==> src/common/sgs_consts.svh <==
/*
 constants of the setpoint group select block: register byte offsets,
 field positions, reset values and timing figures.
 assumes it is included by bare name after the package is compiled.
*/
`ifndef SGS_CONSTS_SVH
`define SGS_CONSTS_SVH

// ----------------------------------------
// register byte offsets
// ----------------------------------------
`define SGS_ADDR_CTRL 8'h00
`define SGS_ADDR_SETUP 8'h04
`define SGS_ADDR_CONTACT 8'h08
`define SGS_ADDR_GROUP 8'h0c
`define SGS_ADDR_LSP0 8'h10
`define SGS_ADDR_LSP1 8'h14
`define SGS_ADDR_LSP2 8'h18
`define SGS_ADDR_LSP3 8'h1c
`define SGS_ADDR_SP_LIMIT 8'h20
`define SGS_ADDR_PID_P 8'h24
`define SGS_ADDR_PID_I 8'h28
`define SGS_ADDR_PID_D 8'h2c
`define SGS_ADDR_TUNE 8'h30
`define SGS_ADDR_TUNE_P 8'h34
`define SGS_ADDR_TUNE_I 8'h38
`define SGS_ADDR_TUNE_D 8'h3c
`define SGS_ADDR_STATUS 8'h40

// ----------------------------------------
// field positions
// ----------------------------------------
`define SGS_CTRL_METHOD_LSB 0
`define SGS_CTRL_RUN_BIT 2
`define SGS_CTRL_AUTO_BIT 3
`define SGS_CTRL_RAMP_LSB 4
`define SGS_CTRL_PVDEC_LSB 6
`define SGS_SETUP_COUNT_LSB 0
`define SGS_SETUP_VDS_LSB 8
`define SGS_VDS_SP_BIT 1
`define SGS_VDS_GROUP_BIT 2
`define SGS_CONTACT_STRIDE 8
`define SGS_TUNE_START_BIT 0
`define SGS_TUNE_DONE_BIT 1

// ----------------------------------------
// reset values and codes
// ----------------------------------------
`define SGS_RST_PID_P 16'h0032
`define SGS_RST_PID_I 16'h0078
`define SGS_RST_PID_D 16'h001e
`define SGS_RST_GROUP_COUNT 3'h1
`define SGS_RST_GROUP 3'h1
`define SGS_RST_LSP 16'h0000
`define SGS_RST_RAMP_BASE 2'h0
`define SGS_RST_SP_LO 16'h8000
`define SGS_RST_SP_HI 16'h7fff
`define SGS_FN_WEIGHT1 5'h01
`define SGS_FN_WEIGHT2 5'h02
`define SGS_FN_WEIGHT4 5'h03
`define SGS_MAX_GROUPS 3'h4
`define SGS_RESP_OKAY 2'h0
`define SGS_RESP_SLVERR 2'h2

// ----------------------------------------
// timing
// ----------------------------------------
`define SGS_FLASH_HALF_MS 250
`define SGS_CLK_KHZ 200000

`endif

==> src/common/sgs_pkg.sv <==
/*
 types of the setpoint group select block: bus carriers, modes, state.
 assumes a single 200 MHz clock domain.
*/
package sgs_pkg;

   typedef struct packed {
      logic awvalid;
      logic [7:0] awaddr;
      logic wvalid;
      logic [31:0] wdata;
      logic [3:0] wstrb;
      logic bready;
      logic arvalid;
      logic [7:0] araddr;
      logic rready;
   } sgs_axi_in_t;

   typedef struct packed {
      logic awready;
      logic wready;
      logic bvalid;
      logic [1:0] bresp;
      logic arready;
      logic rvalid;
      logic [31:0] rdata;
      logic [1:0] rresp;
   } sgs_axi_out_t;

   typedef enum logic [1:0] {
      SGS_CM_ONOFF = 2'h0,
      SGS_CM_FIXED_PID = 2'h1,
      SGS_CM_SELF_TUNING = 2'h2
   } sgs_method_t;

   typedef enum logic {
      SGS_TS_IDLE = 1'b0,
      SGS_TS_RUN = 1'b1
   } sgs_tune_t;

   typedef struct packed {
      logic [15:0] target_sp;
      logic [15:0] display_sp;
      logic show_setpoint;
      logic show_group;
      logic group_edit_ok;
      logic [2:0] active_group;
      logic self_tuning;
      logic tuning_led;
      logic [1:0] ramp_time_base;
      logic [2:0] ramp_decimals;
      logic ramp_dp_on;
   } sgs_view_t;

   typedef struct packed {
      sgs_axi_out_t bus;
      logic aw_held;
      logic w_held;
      logic [7:0] awaddr;
      logic [31:0] wdata;
      logic [3:0] wstrb;
      logic [1:0] method;
      logic run_mode;
      logic auto_mode;
      logic [1:0] pv_dec;
      logic [2:0] group_count;
      logic [7:0] value_display_setup;
      logic [2:0][4:0] contact_fn;
      logic [3:0][15:0] local_setpoint;
      logic [15:0] sp_lo;
      logic [15:0] sp_hi;
      logic [15:0] pid_p;
      logic [15:0] pid_i;
      logic [15:0] pid_d;
      logic [15:0] new_p;
      logic [15:0] new_i;
      logic [15:0] new_d;
      sgs_tune_t tune;
      logic [31:0] flash_cnt;
      logic [2:0] contact_meta;
      logic [2:0] contact_sync;
      sgs_view_t view;
   } sgs_state_t;

endpackage

==> src/sgs_setpoint_group_select.sv <==
/*
 setpoint group select: four stored local setpoints, active group choice
 by register or by internal contacts, display permissions, ramp time base
 and self-tuning supervision, all behind an axi4-lite register slave.
 assumes contacts arrive asynchronously; ramp value, ramp flag and key edit
 flag come from logic on the same clock.
*/
// The address map and the AXI4-Lite slave port are this design's own decisions.
// Operation
// - end self-tuning on change to fixed pid, or on ready or manual mode
// - flash tuning led while tuning runs; off when tuning ends with new constants
// - refuse tuning start while integral or derivative time is zero
// - default pid constants are 5.0 % band, 120 s integral, 30 s derivative
// - aborted tuning leaves stored pid constants unchanged
// - setpoint group count ranges 1 to 4, resets to 1
// - four local setpoints, each clamped to sp limits, each resets to zero
// - active group number ranges 1 to group count, resets to 1
// - group number shown only with count at least 2 and display bit 2 set
// - direct group edits only when shown and no contact selects groups
// - contact codes 0 none, 1 2 3 give weights 1 2 4 when on
// - contact-driven group is one plus sum of weights of contacts on, held at group count
// - group count 1 ignores contact selection and neither shows nor allows setting of the group
// - during ramp show ramping setpoint, except stored value during key edit
// - setpoint shown only when display bit 1 is set; local setpoint register writes are accepted whatever that bit holds
// - ramp time base 0 per second, 1 per minute, 2 per hour, reset 0
// - ramp step has one more decimal than pv; four decimals hide the point
// - only local setpoints are used; no remote setpoint path exists
`timescale 1ns/10ps
`include "sgs_consts.svh"

module sgs_setpoint_group_select
   import sgs_pkg::*;
#(
   parameter int unsigned FLASH_HALF_CYCLES = `SGS_FLASH_HALF_MS * `SGS_CLK_KHZ
)
(
   input wire logic clk,
   input wire logic resetn,
   input wire sgs_axi_in_t axi_in,
   output sgs_axi_out_t axi_out,
   input wire logic [2:0] contact_in,
   input wire logic [15:0] ramp_setpoint,
   input wire logic ramp_active,
   input wire logic key_edit_active,
   output sgs_view_t view
);

   // ----------------------------------------
   // helpers
   // ----------------------------------------
   function automatic logic [31:0] merge_bytes(input logic [31:0] old_v,
                                               input logic [31:0] new_v,
                                               input logic [3:0] strb);
      logic [31:0] r;
      r = old_v;
      for (int i = 0; i < 4; i++)
      begin
         if (strb[i])
         begin
            r[i*8 +: 8] = new_v[i*8 +: 8];
         end
      end
      return r;
   endfunction

   function automatic logic [15:0] clamp_sp(input logic [15:0] v,
                                            input logic [15:0] lo,
                                            input logic [15:0] hi);
      logic [15:0] r;
      r = v;
      if ($signed(r) < $signed(lo))
      begin
         r = lo;
      end
      if ($signed(r) > $signed(hi))
      begin
         r = hi;
      end
      return r;
   endfunction

   function automatic logic [2:0] clamp_group(input logic [3:0] g,
                                              input logic [2:0] cnt);
      logic [2:0] r;
      r = g[2:0];
      if (g == 4'h0)
      begin
         r = 3'h1;
      end
      else if (g > {1'b0, cnt})
      begin
         r = cnt;
      end
      return r;
   endfunction

   function automatic logic [3:0] contact_weight(input logic [4:0] fn,
                                                 input logic on);
      logic [3:0] r;
      r = 4'h0;
      if (on)
      begin
         unique case (fn)
            `SGS_FN_WEIGHT1: r = 4'h1;
            `SGS_FN_WEIGHT2: r = 4'h2;
            `SGS_FN_WEIGHT4: r = 4'h4;
            default: r = 4'h0;
         endcase
      end
      return r;
   endfunction

   sgs_state_t q;
   sgs_state_t d;

   // ----------------------------------------
   // next state
   // ----------------------------------------
   always_comb
   begin
      logic [31:0] wv;
      logic [31:0] rv;
      logic [1:0] resp;
      logic any_assigned;
      logic [3:0] wsum;
      logic [2:0] count;
      logic tune_start;
      logic tune_done;
      logic [2:0] gidx;
      wv = '0;
      rv = '0;
      resp = `SGS_RESP_OKAY;
      any_assigned = 1'b0;
      wsum = 4'h0;
      count = 3'h0;
      tune_start = 1'b0;
      tune_done = 1'b0;
      gidx = 3'h0;
      d = q;

      // contacts pass two flops; only the second is read below
      d.contact_meta = contact_in;
      d.contact_sync = q.contact_meta;

      // ---- write channel ----
      if (axi_in.awvalid && q.bus.awready)
      begin
         d.aw_held = 1'b1;
         d.awaddr = axi_in.awaddr;
      end
      if (axi_in.wvalid && q.bus.wready)
      begin
         d.w_held = 1'b1;
         d.wdata = axi_in.wdata;
         d.wstrb = axi_in.wstrb;
      end
      if (q.bus.bvalid && axi_in.bready)
      begin
         d.bus.bvalid = 1'b0;
      end
      if (q.aw_held && q.w_held && !q.bus.bvalid)
      begin
         d.aw_held = 1'b0;
         d.w_held = 1'b0;
         d.bus.bvalid = 1'b1;
         unique case (q.awaddr)
            `SGS_ADDR_CTRL:
            begin
               wv = merge_bytes({24'h0, q.pv_dec, q.view.ramp_time_base, q.auto_mode,
                                 q.run_mode, q.method}, q.wdata, q.wstrb);
               d.method = wv[`SGS_CTRL_METHOD_LSB +: 2];
               d.run_mode = wv[`SGS_CTRL_RUN_BIT];
               d.auto_mode = wv[`SGS_CTRL_AUTO_BIT];
               if (wv[`SGS_CTRL_RAMP_LSB +: 2] != 2'h3)
               begin
                  d.view.ramp_time_base = wv[`SGS_CTRL_RAMP_LSB +: 2];
               end
               d.pv_dec = wv[`SGS_CTRL_PVDEC_LSB +: 2];
            end
            `SGS_ADDR_SETUP:
            begin
               wv = merge_bytes({16'h0, q.value_display_setup, 5'h0, q.group_count},
                                q.wdata, q.wstrb);
               d.group_count = clamp_group({1'b0, wv[`SGS_SETUP_COUNT_LSB +: 3]},
                                           `SGS_MAX_GROUPS);
               d.value_display_setup = wv[`SGS_SETUP_VDS_LSB +: 8];
            end
            `SGS_ADDR_CONTACT:
            begin
               wv = merge_bytes({11'h0, q.contact_fn[2], 3'h0, q.contact_fn[1], 3'h0,
                                 q.contact_fn[0]}, q.wdata, q.wstrb);
               for (int i = 0; i < 3; i++)
               begin
                  d.contact_fn[i] = wv[i*`SGS_CONTACT_STRIDE +: 5];
               end
            end
            `SGS_ADDR_GROUP:
            begin
               if (q.view.group_edit_ok)
               begin
                  d.view.active_group = clamp_group(q.wdata[3:0], q.group_count);
               end
            end
            `SGS_ADDR_LSP0, `SGS_ADDR_LSP1, `SGS_ADDR_LSP2, `SGS_ADDR_LSP3:
            begin
               gidx = {1'b0, q.awaddr[3:2]};
               wv = merge_bytes({16'h0, q.local_setpoint[gidx[1:0]]}, q.wdata, q.wstrb);
               d.local_setpoint[gidx[1:0]] = clamp_sp(wv[15:0], q.sp_lo, q.sp_hi);
            end
            `SGS_ADDR_SP_LIMIT:
            begin
               wv = merge_bytes({q.sp_hi, q.sp_lo}, q.wdata, q.wstrb);
               d.sp_lo = wv[15:0];
               d.sp_hi = wv[31:16];
            end
            `SGS_ADDR_PID_P: d.pid_p = 16'(merge_bytes({16'h0, q.pid_p}, q.wdata, q.wstrb));
            `SGS_ADDR_PID_I: d.pid_i = 16'(merge_bytes({16'h0, q.pid_i}, q.wdata, q.wstrb));
            `SGS_ADDR_PID_D: d.pid_d = 16'(merge_bytes({16'h0, q.pid_d}, q.wdata, q.wstrb));
            `SGS_ADDR_TUNE_P: d.new_p = 16'(merge_bytes({16'h0, q.new_p}, q.wdata, q.wstrb));
            `SGS_ADDR_TUNE_I: d.new_i = 16'(merge_bytes({16'h0, q.new_i}, q.wdata, q.wstrb));
            `SGS_ADDR_TUNE_D: d.new_d = 16'(merge_bytes({16'h0, q.new_d}, q.wdata, q.wstrb));
            `SGS_ADDR_TUNE:
            begin
               tune_start = q.wdata[`SGS_TUNE_START_BIT] && q.wstrb[0];
               tune_done = q.wdata[`SGS_TUNE_DONE_BIT] && q.wstrb[0];
            end
            `SGS_ADDR_STATUS: resp = `SGS_RESP_OKAY;
            default: resp = `SGS_RESP_SLVERR;
         endcase
         d.bus.bresp = resp;
      end
      d.bus.awready = !d.aw_held && !d.bus.bvalid;
      d.bus.wready = !d.w_held && !d.bus.bvalid;

      // ---- self-tuning supervision ----
      unique case (q.tune)
         SGS_TS_IDLE:
         begin
            // no start with a zero integral or derivative time
            if (tune_start && q.method == SGS_CM_SELF_TUNING && q.run_mode && q.auto_mode
                && q.pid_i != 16'h0 && q.pid_d != 16'h0)
            begin
               d.tune = SGS_TS_RUN;
            end
         end
         SGS_TS_RUN:
         begin
            if (d.method == SGS_CM_FIXED_PID || !d.run_mode || !d.auto_mode)
            begin
               d.tune = SGS_TS_IDLE;
            end
            else if (tune_done)
            begin
               // constants only move on a clean finish; an abort keeps old ones, a reset loads the defaults
               d.pid_p = q.new_p;
               d.pid_i = q.new_i;
               d.pid_d = q.new_d;
               d.tune = SGS_TS_IDLE;
            end
         end
      endcase
      if (d.tune == SGS_TS_RUN)
      begin
         if (q.flash_cnt >= FLASH_HALF_CYCLES - 1)
         begin
            d.flash_cnt = '0;
            d.view.tuning_led = !q.view.tuning_led;
         end
         else
         begin
            d.flash_cnt = q.flash_cnt + 32'h1;
         end
      end
      else
      begin
         d.flash_cnt = '0;
         d.view.tuning_led = 1'b0;
      end
      d.view.self_tuning = (d.tune == SGS_TS_RUN);

      // ---- group selection ----
      for (int i = 0; i < 3; i++)
      begin
         if (d.contact_fn[i] == `SGS_FN_WEIGHT1 || d.contact_fn[i] == `SGS_FN_WEIGHT2
             || d.contact_fn[i] == `SGS_FN_WEIGHT4)
         begin
            any_assigned = 1'b1;
         end
         wsum = wsum + contact_weight(d.contact_fn[i], q.contact_sync[i]);
      end
      count = d.group_count;
      if (count >= 3'h2 && any_assigned)
      begin
         d.view.active_group = clamp_group(wsum + 4'h1, count);
      end
      else
      begin
         d.view.active_group = clamp_group({1'b0, d.view.active_group}, count);
      end
      d.view.show_group = count >= 3'h2 && d.value_display_setup[`SGS_VDS_GROUP_BIT];
      d.view.group_edit_ok = d.view.show_group && !any_assigned;
      d.view.show_setpoint = d.value_display_setup[`SGS_VDS_SP_BIT];

      // ---- setpoint routing; only stored local values exist ----
      gidx = d.view.active_group - 3'h1;
      d.view.target_sp = d.local_setpoint[gidx[1:0]];
      d.view.display_sp = (ramp_active && !key_edit_active) ? ramp_setpoint
                          : d.local_setpoint[gidx[1:0]];
      d.view.ramp_decimals = {1'b0, d.pv_dec} + 3'h1;
      d.view.ramp_dp_on = d.pv_dec != 2'h3;

      // ---- read channel ----
      if (q.bus.rvalid && axi_in.rready)
      begin
         d.bus.rvalid = 1'b0;
      end
      if (axi_in.arvalid && q.bus.arready)
      begin
         resp = `SGS_RESP_OKAY;
         unique case (axi_in.araddr)
            `SGS_ADDR_CTRL: rv = {24'h0, q.pv_dec, q.view.ramp_time_base, q.auto_mode,
                                  q.run_mode, q.method};
            `SGS_ADDR_SETUP: rv = {16'h0, q.value_display_setup, 5'h0, q.group_count};
            `SGS_ADDR_CONTACT: rv = {11'h0, q.contact_fn[2], 3'h0, q.contact_fn[1], 3'h0,
                                     q.contact_fn[0]};
            `SGS_ADDR_GROUP: rv = {29'h0, q.view.active_group};
            `SGS_ADDR_LSP0: rv = {16'h0, q.local_setpoint[0]};
            `SGS_ADDR_LSP1: rv = {16'h0, q.local_setpoint[1]};
            `SGS_ADDR_LSP2: rv = {16'h0, q.local_setpoint[2]};
            `SGS_ADDR_LSP3: rv = {16'h0, q.local_setpoint[3]};
            `SGS_ADDR_SP_LIMIT: rv = {q.sp_hi, q.sp_lo};
            `SGS_ADDR_PID_P: rv = {16'h0, q.pid_p};
            `SGS_ADDR_PID_I: rv = {16'h0, q.pid_i};
            `SGS_ADDR_PID_D: rv = {16'h0, q.pid_d};
            `SGS_ADDR_TUNE: rv = {30'h0, q.view.tuning_led, q.view.self_tuning};
            `SGS_ADDR_TUNE_P: rv = {16'h0, q.new_p};
            `SGS_ADDR_TUNE_I: rv = {16'h0, q.new_i};
            `SGS_ADDR_TUNE_D: rv = {16'h0, q.new_d};
            `SGS_ADDR_STATUS: rv = {q.view.display_sp, 5'h0, q.contact_sync, q.view.ramp_dp_on,
                                    q.view.group_edit_ok, q.view.show_group,
                                    q.view.show_setpoint, q.view.active_group, q.view.self_tuning};
            default: resp = `SGS_RESP_SLVERR;
         endcase
         d.bus.rvalid = 1'b1;
         d.bus.rdata = rv;
         d.bus.rresp = resp;
      end
      d.bus.arready = !d.bus.rvalid;

      // ---- synchronous reset ----
      if (!resetn)
      begin
         d = '0;
         d.bus.awready = 1'b1;
         d.bus.wready = 1'b1;
         d.bus.arready = 1'b1;
         d.group_count = `SGS_RST_GROUP_COUNT;
         d.view.active_group = `SGS_RST_GROUP;
         d.view.ramp_time_base = `SGS_RST_RAMP_BASE;
         d.view.ramp_decimals = 3'h1;
         d.view.ramp_dp_on = 1'b1;
         d.local_setpoint = {4{`SGS_RST_LSP}};
         d.sp_lo = `SGS_RST_SP_LO;
         d.sp_hi = `SGS_RST_SP_HI;
         d.pid_p = `SGS_RST_PID_P;
         d.pid_i = `SGS_RST_PID_I;
         d.pid_d = `SGS_RST_PID_D;
         d.tune = SGS_TS_IDLE;
      end
   end

   // ----------------------------------------
   // state register
   // ----------------------------------------
   always_ff @(posedge clk)
   begin
      q <= d;
   end

   assign axi_out = q.bus;
   assign view = q.view;

endmodule

==> config.mk <==
export PLATFORM = sky130hd
export DESIGN_NAME = sgs_setpoint_group_select
export DESIGN_NICKNAME = d
export VERILOG_FILES = /design/src/common/sgs_pkg.sv /design/src/sgs_setpoint_group_select.sv
export VERILOG_INCLUDE_DIRS = /design/src /design/src/common
export SDC_FILE = /design/constraint.sdc
export NUM_CORES = 1
export LEC_CHECK = 0
export ABC_AREA = 1
export BUFFER_PORTS_ARGS = -buffer_cell sky130_fd_sc_hd__buf_2
export CORE_MARGIN = 4
export CORE_UTILIZATION = 60
export CTS_BUF_LIST = sky130_fd_sc_hd__clkbuf_4 sky130_fd_sc_hd__clkbuf_8
export DETAILED_ROUTE_END_ITERATION = 6
export PLACE_DENSITY = 0.8
export SLEW_MARGIN = 0
export SYNTH_ARGS = -nofsm -noshare
export SYNTH_HDL_FRONTEND = slang
export SYNTH_SLANG_ARGS = --single-unit
==> constraint.sdc <==
create_clock -name clk -period 14.2 [get_ports clk]
set_input_delay 2.13 -clock clk [delete_from_list [all_inputs] [get_ports clk]]
set_output_delay 2.13 -clock clk [all_outputs]
set_load 0.01 [all_outputs]
==> flow_metrics.py, run 1 <==
metrics = {
    "run_status": {
        "status": "finished with violations",
        "violations": "design-rule violations",
    },
    "final_layout": {
        "layout_commonest_cell": "nand2_1",
        "nFillCells": 3060,
        "final_cell_mix": "581 x nand2_1, 392 x dfxtp_1, 371 x inv_1",
        "stdcell_count": 3473,
        "area_delta_synth_final_pct": 8.85,
        "antenna_cells": 0,
        "fin_area_um2": 22000,
        "drive_above_1_share_pct": 12.1,
        "nNetsFinal": 3110,
        "fin_util_pct": 65.9,
    },
    "cts": {
        "h-tree-depth": 3,
        "cts_inserted_buffers": 68,
        "postCtsSetupBuffers": 0,
        "cts_buffer_depth": 3,
        "ctsRootBufferMaster": "clkbuf_8",
        "clock_sinks": 392,
        "clk_latency_ns": 0.64,
        "cts_resized": 0,
        "cts_tree": "done",
        "postCtsHoldBufs": 0,
        "cts.clk_slew.worst_paths_ns": 0.06,
    },
    "detailed_routing": {
        "drc_errors": 1,
        "drt_iter0_drc": 2666,
        "wirelength_um": 68900,
        "detail-route-antenna-nets": 0,
        "wire_per_inst_um": 19.8,
        "vias_per_cell": 5.99,
        "dr.pass1.iters": 7,
        "vias": 20800,
    },
    "timing": {
        "clock.fmax_mhz": 143,
        "finalSetupViolCount": 0,
        "fin_setup_tns_ns": 0,
        "slew_viol_final": 0,
        "hold_violations": 0,
        "finClkSkew_ns": 0.0284,
        "finalCritPeriodShare_pct": 49.4,
        "fin_ws_ns": 7.18,
        "slew_headroom_pct": 16.5,
        "rsz0062_at_grt": "false",
        "period_needed_ns": 7.02,
        "worst_slew_pin_slew_ns": 1.25,
    },
    "worst_setup_path": {
        "cp-end-kind": "flop",
        "cp_num_buf_inv": 6,
        "worstSetupPathType": "reg2reg",
        "path_common_cell": "nand2_1",
        "slowest_stage": "a2111oi_0",
        "crit_cells": 31,
        "reg2reg_depth": 31,
        "required_ns": 14.74,
        "crit_fanout": 17,
        "worst_setup_path_start_kind": "flop",
        "max_stage_delay_ns": 0.65,
        "path_delay_family": "simple AND/OR/NAND/NOR gates",
        "cp.arrival_ns": 7.55,
    },
    "global_route": {
        "grt_max_degree": 108,
        "gr-total-overflow": 0,
        "grt_use_total_pct": 36.5,
        "grt_pass1_vias": 19600,
        "grt_pass1_wl_um": 106000,
        "antenna_found_initial": 0,
    },
    "placed_design": {
        "place_ws_ns": 7.57,
        "port_buffers": 164,
        "placed_cells_incl_taps": 3359,
        "place_hpwl_um": 50300,
        "place_area_um2": 20700,
        "gp_congestion": 1.01,
    },
    "floorplan": {
        "rows": 67,
        "die_h_um": 192,
        "fp.dieW_um": 192,
        "design.core.area_um2": 33400,
        "dieArea_um2": 36800,
        "pin_count": 167,
        "start_util_pct": 60.6,
    },
    "pwr": {
        "power-per-cell-area_nw_per_um2": 116,
        "ir_drop_mv": 0.104,
        "cellLeakagePower_nw": 9.81,
    },
    "yosys": {
        "yosysSeqAreaShare_pct": 38.7,
        "syn-cell-area_um2": 20300,
        "synthFlopType": "dfxtp_1",
        "synth_cell_types": 53,
        "yosys_warnings": 0,
        "avgSynthCellArea_um2": 6.90,
        "synth_edf_count": 0,
        "netlist_instances": 2935,
        "synth_async_sr_flop_share_pct": 0,
        "yosys_register_bits": 392,
    },
    "run": {
        "max_cap_viol_count": 0,
    },
    "worst_hold_path": {
        "hold_class": "reg2reg",
        "min_path_cells": 2,
    },
}
## through the flow
stage | power (W) | hold slack [ns]
2_1_floorplan | 0.00140 | 0.390
3_3_place_gp | 0.00150 | 0.393
3_5_place_dp | 0.00150 | 0.408
4_1_cts | 0.00255 | 0.421
5_1_grt | 0.00265 | 0.441
6_report | 0.00256 | 0.422
## worst min-delay path, stage by stage (launching register included)
cell and delay [ns]:
dfxtp_1 0.31, nand2_1 0.05, inv_1 0.04
## where the power goes
part           switching, W  total, W  leakage, nW  internal [W]
registers         0.0000263   0.00115         3.18       0.00112
logic              0.000263  0.000341         5.90     0.0000778
clock network      0.000478   0.00107        0.726      0.000591
## cell families (layout without fill, tap and decap cells)
logic type	count (synthesis)	in the layout	share of synthesized area [%]
AO/OA/AOI/OAI	654	654	18.7
XOR/XNOR	11	11	0.476
flip-flops	392	392	38.7
buffers and inverters	608	691	13.1
AND/OR/NAND/NOR	1220	1220	25.9
adder cells (fa/ha/maj)	49	49	3.14
other	1	8	0.0185
## metal layers
layer / vias to the layer above / part of all wire, % / wire length [um] / track usage [%]
met2: 1223 / 45 / 31200 / 58.8
li1: 9692 / - / - / -
met5: - / 0 / 0 / 0
met4: 0 / 5.1 / 3480 / 16.7
met3: 267 / 11 / 7320 / 7.74
met1: 9611 / 39 / 26900 / 47.1
## cell type report
class / count / area (um2) / share of cell area, %
Multi-Input combinational cell: 1942 / 9800 / 44.5
Sequential cell: 392 / 7850 / 35.6
Inverter: 394 / 1480 / 6.72
Clock buffer: 98 / 1270 / 5.75
Timing Repair Buffer: 183 / 966 / 4.38
Tap cell: 448 / 561 / 2.54
Clock inverter: 16 / 121 / 0.550
## sequential cells by signal (all words and copies together) (netlist names)
| register | count |
|---|---|
| q | 308 |
| view | 45 |
| axi_out | 39 |
## synth_stat cells (all sizes together) (2+ instances only)
cell type / count / share of area, %
nand2: 589 / 11
dfxtp: 392 / 39
inv: 384 / 7.1
nor2: 293 / 5.9
o21ai: 258 / 6.4
nand3: 242 / 6.1
a21oi: 216 / 5.4
buf: 111 / 3.9
clkbuf: 103 / 1.9
ha: 46 / 2.8
o22ai: 45 / 1.5
o211ai: 35 / 1.3
a221oi: 33 / 1.4
nor3: 24 / 0.62
or2: 23 / 0.71
nand4: 22 / 0.68
a211oi: 19 / 0.70
nor4: 19 / 0.59
o2111ai: 14 / 0.61
clkinv: 10 / 0.19
o221ai: 10 / 0.43
o21a: 8 / 0.30
nor3b: 6 / 0.22
xnor2: 6 / 0.26
a31oi: 5 / 0.15
xor2: 5 / 0.22
a2111oi: 3 / 0.13
fa: 3 / 0.30
a311oi: 2 / 0.086
o311ai: 2 / 0.086
## worst paths after layout
kind	startpoint	endpoint	slack [ns]
min	q[50]	q[47]	0.42
min reg2reg	q[50]	q[47]	0.42
max reg2reg	q[347]	view[20]	7.18
max	q[347]	view[20]	7.18
No activity file was read; power rests on OpenSTA's default activity.
==> run 2: changes to the inputs <==
==> constraint.sdc (replaced) <==
create_clock -name clk -period 6.7 [get_ports clk]
set_input_delay 1.005 -clock clk [delete_from_list [all_inputs] [get_ports clk]]
set_output_delay 1.005 -clock clk [all_outputs]
set_load 0.01 [all_outputs]
==> run 2 against run 1 <==
The run still ends with design-rule violations left. Combinational power increased by 110%. Clock power increased by 110%. Worst setup slack got worse by 6.6 ns. Via count increased by 0.70%. Register-to-register slack got worse by 6.6 ns. Global-route usage decreased by 0.35 points. Sequential power increased by 110%. Clock-buffer cell count decreased by 1. Final area about the same. Largest cell class unchanged. Highest routed layer unchanged.
==> flow_metrics.py, run 2 (synthesis results as in run 1) <==
metrics = {
    "pwr": {
        "cellLeakagePower_nw": 9.80,
        "ir_drop_mv": 0.212,
        "power-per-cell-area_nw_per_um2": 243,
    },
    "floorplan": {
        "rows": 67,
        "start_util_pct": 60.6,
        "die_h_um": 192,
        "dieArea_um2": 36800,
        "design.core.area_um2": 33400,
        "pin_count": 167,
        "fp.dieW_um": 192,
    },
    "placed_design": {
        "port_buffers": 164,
        "placed_cells_incl_taps": 3362,
        "place_hpwl_um": 49500,
        "place_area_um2": 20700,
        "gp_congestion": 1.04,
    },
    "timing": {
        "finClkSkew_ns": 0.0335,
        "hold_violations": 0,
        "finalCritPeriodShare_pct": 90.7,
        "worst_slew_pin_slew_ns": 1.21,
        "whs_ns": 0.419,
        "rsz0062_at_grt": "false",
        "slew_headroom_pct": 19.0,
        "slew_viol_final": 0,
        "clock.fmax_mhz": 164,
        "fin_setup_tns_ns": 0,
        "finalSetupViolCount": 0,
        "period_needed_ns": 6.08,
    },
    "worst_setup_path": {
        "cp-end-kind": "flop",
        "slowest_stage": "dfxtp_1",
        "crit_cells": 31,
        "cp_num_buf_inv": 6,
        "worst_setup_path_start_kind": "flop",
        "required_ns": 7.21,
        "max_stage_delay_ns": 0.48,
        "path_delay_family": "simple AND/OR/NAND/NOR gates",
        "crit_fanout": 17,
        "path_common_cell": "nand2_1",
        "crit_start": "q[348]",
        "worstSetupPathType": "reg2reg",
        "cp.arrival_ns": 6.59,
        "r2r-start": "q[348]",
        "reg2reg_depth": 31,
    },
    "final_layout": {
        "regMostFlops": "q",
        "area_delta_synth_final_pct": 8.80,
        "largest_reg_flops": 308,
        "antenna_cells": 0,
        "nNetsFinal": 3111,
        "layout_commonest_cell": "nand2_1",
        "final_cell_mix": "580 x nand2_1, 392 x dfxtp_1, 371 x inv_1",
        "drive_above_1_share_pct": 12.3,
        "stdcell_count": 3475,
        "fin_area_um2": 22000,
    },
    "worst_hold_path": {
        "min_path_cells": 2,
        "worstHoldStart": "q[49]",
        "hold_class": "reg2reg",
    },
    "global_route": {
        "grt_use_total_pct": 36.2,
        "grt_pass1_wl_um": 105000,
        "gr-total-overflow": 0,
        "antenna_found_initial": 0,
        "grt_pass1_vias": 19700,
        "grt_max_degree": 114,
    },
    "cts": {
        "clock_sinks": 392,
        "cts_buffer_depth": 3,
        "ctsRootBufferMaster": "clkbuf_8",
        "cts_inserted_buffers": 66,
        "postCtsSetupBuffers": 0,
        "postCtsHoldBufs": 0,
        "cts_tree": "done",
        "h-tree-depth": 3,
        "cts.clk_slew.worst_paths_ns": 0.07,
        "cts_resized": 0,
        "clk_latency_ns": 0.64,
    },
    "detailed_routing": {
        "dr.pass1.iters": 7,
        "vias": 20900,
        "wire_per_inst_um": 19.5,
        "drc_errors": 13,
        "wirelength_um": 67900,
        "drt_iter0_drc": 2722,
        "detail-route-antenna-nets": 0,
        "vias_per_cell": 6.03,
    },
    "run_status": {
        "violations": "design-rule violations",
        "status": "finished with violations",
    },
    "run": {
        "max_cap_viol_count": 0,
    },
}
## run 2: cell count changes in the layout (fill, tap and decap cells not counted), moves of 2 or more
cell      before  now
buf_4         20   23
clkbuf_8      85   78
clkbuf_4      13   19
clkinv_2       9    7
## run 2: worst register-to-register path, delay by kind of cell, from the launching register on
kind	cells	cell delay (ns)
AND/OR/NAND/NOR	15	2.34
adder cells (fa/ha/maj)	4	1.22
AO/OA/AOI/OAI	5	0.89
buffers and inverters	6	0.80
flip-flops	1	0.48
XOR/XNOR	1	0.22
## run 2: final timing paths
path | to | slack, ns
setup / recovery | view[26] | 0.62
setup reg to reg | view[26] | 0.62
hold / removal | q[46] | 0.42
hold reg to reg | q[46] | 0.42
## run 2: metal layers
layer / vias to the layer above / GRT usage, % / share of wire (%)
met1: 9727 / 46.7 / 39
met5: - / 0 / 0
li1: 9687 / - / -
met3: 271 / 10.0 / 12
met2: 1253 / 55.9 / 44
met4: 0 / 17.8 / 5.0
## run 2: report_power, final
part / switching (W) / internal (W) / leakage, nW / total [W]
sequential: 0.0000505 / 0.00238 / 3.18 / 0.00243
combinational: 0.000548 / 0.000168 / 5.92 / 0.000715
clock: 0.00100 / 0.00121 / 0.704 / 0.00221
## run 2: layout make-up
| class | instances | area [um2] |
|---|---|---|
| inverters | 394 | 1480 |
| well taps | 448 | 561 |
| flip-flops and latches | 392 | 7850 |
| repair buffers | 186 | 988 |
| multi-input cells | 1942 | 9820 |
| clock inverters | 16 | 129 |
| clock buffers | 97 | 1220 |
| fillers | 3047 | 11400 |
## run 2: per-stage QoR
stage,power (W),setup slack (ns),utilization (%)
2_1_floorplan,0.00296,1.90,-
3_3_place_gp,0.00315,1.07,61.8
3_5_place_dp,0.00316,0.848,61.8
4_1_cts,0.00533,0.790,65.9
5_1_grt,0.00552,0.0648,65.9
6_report,0.00535,0.620,65.9
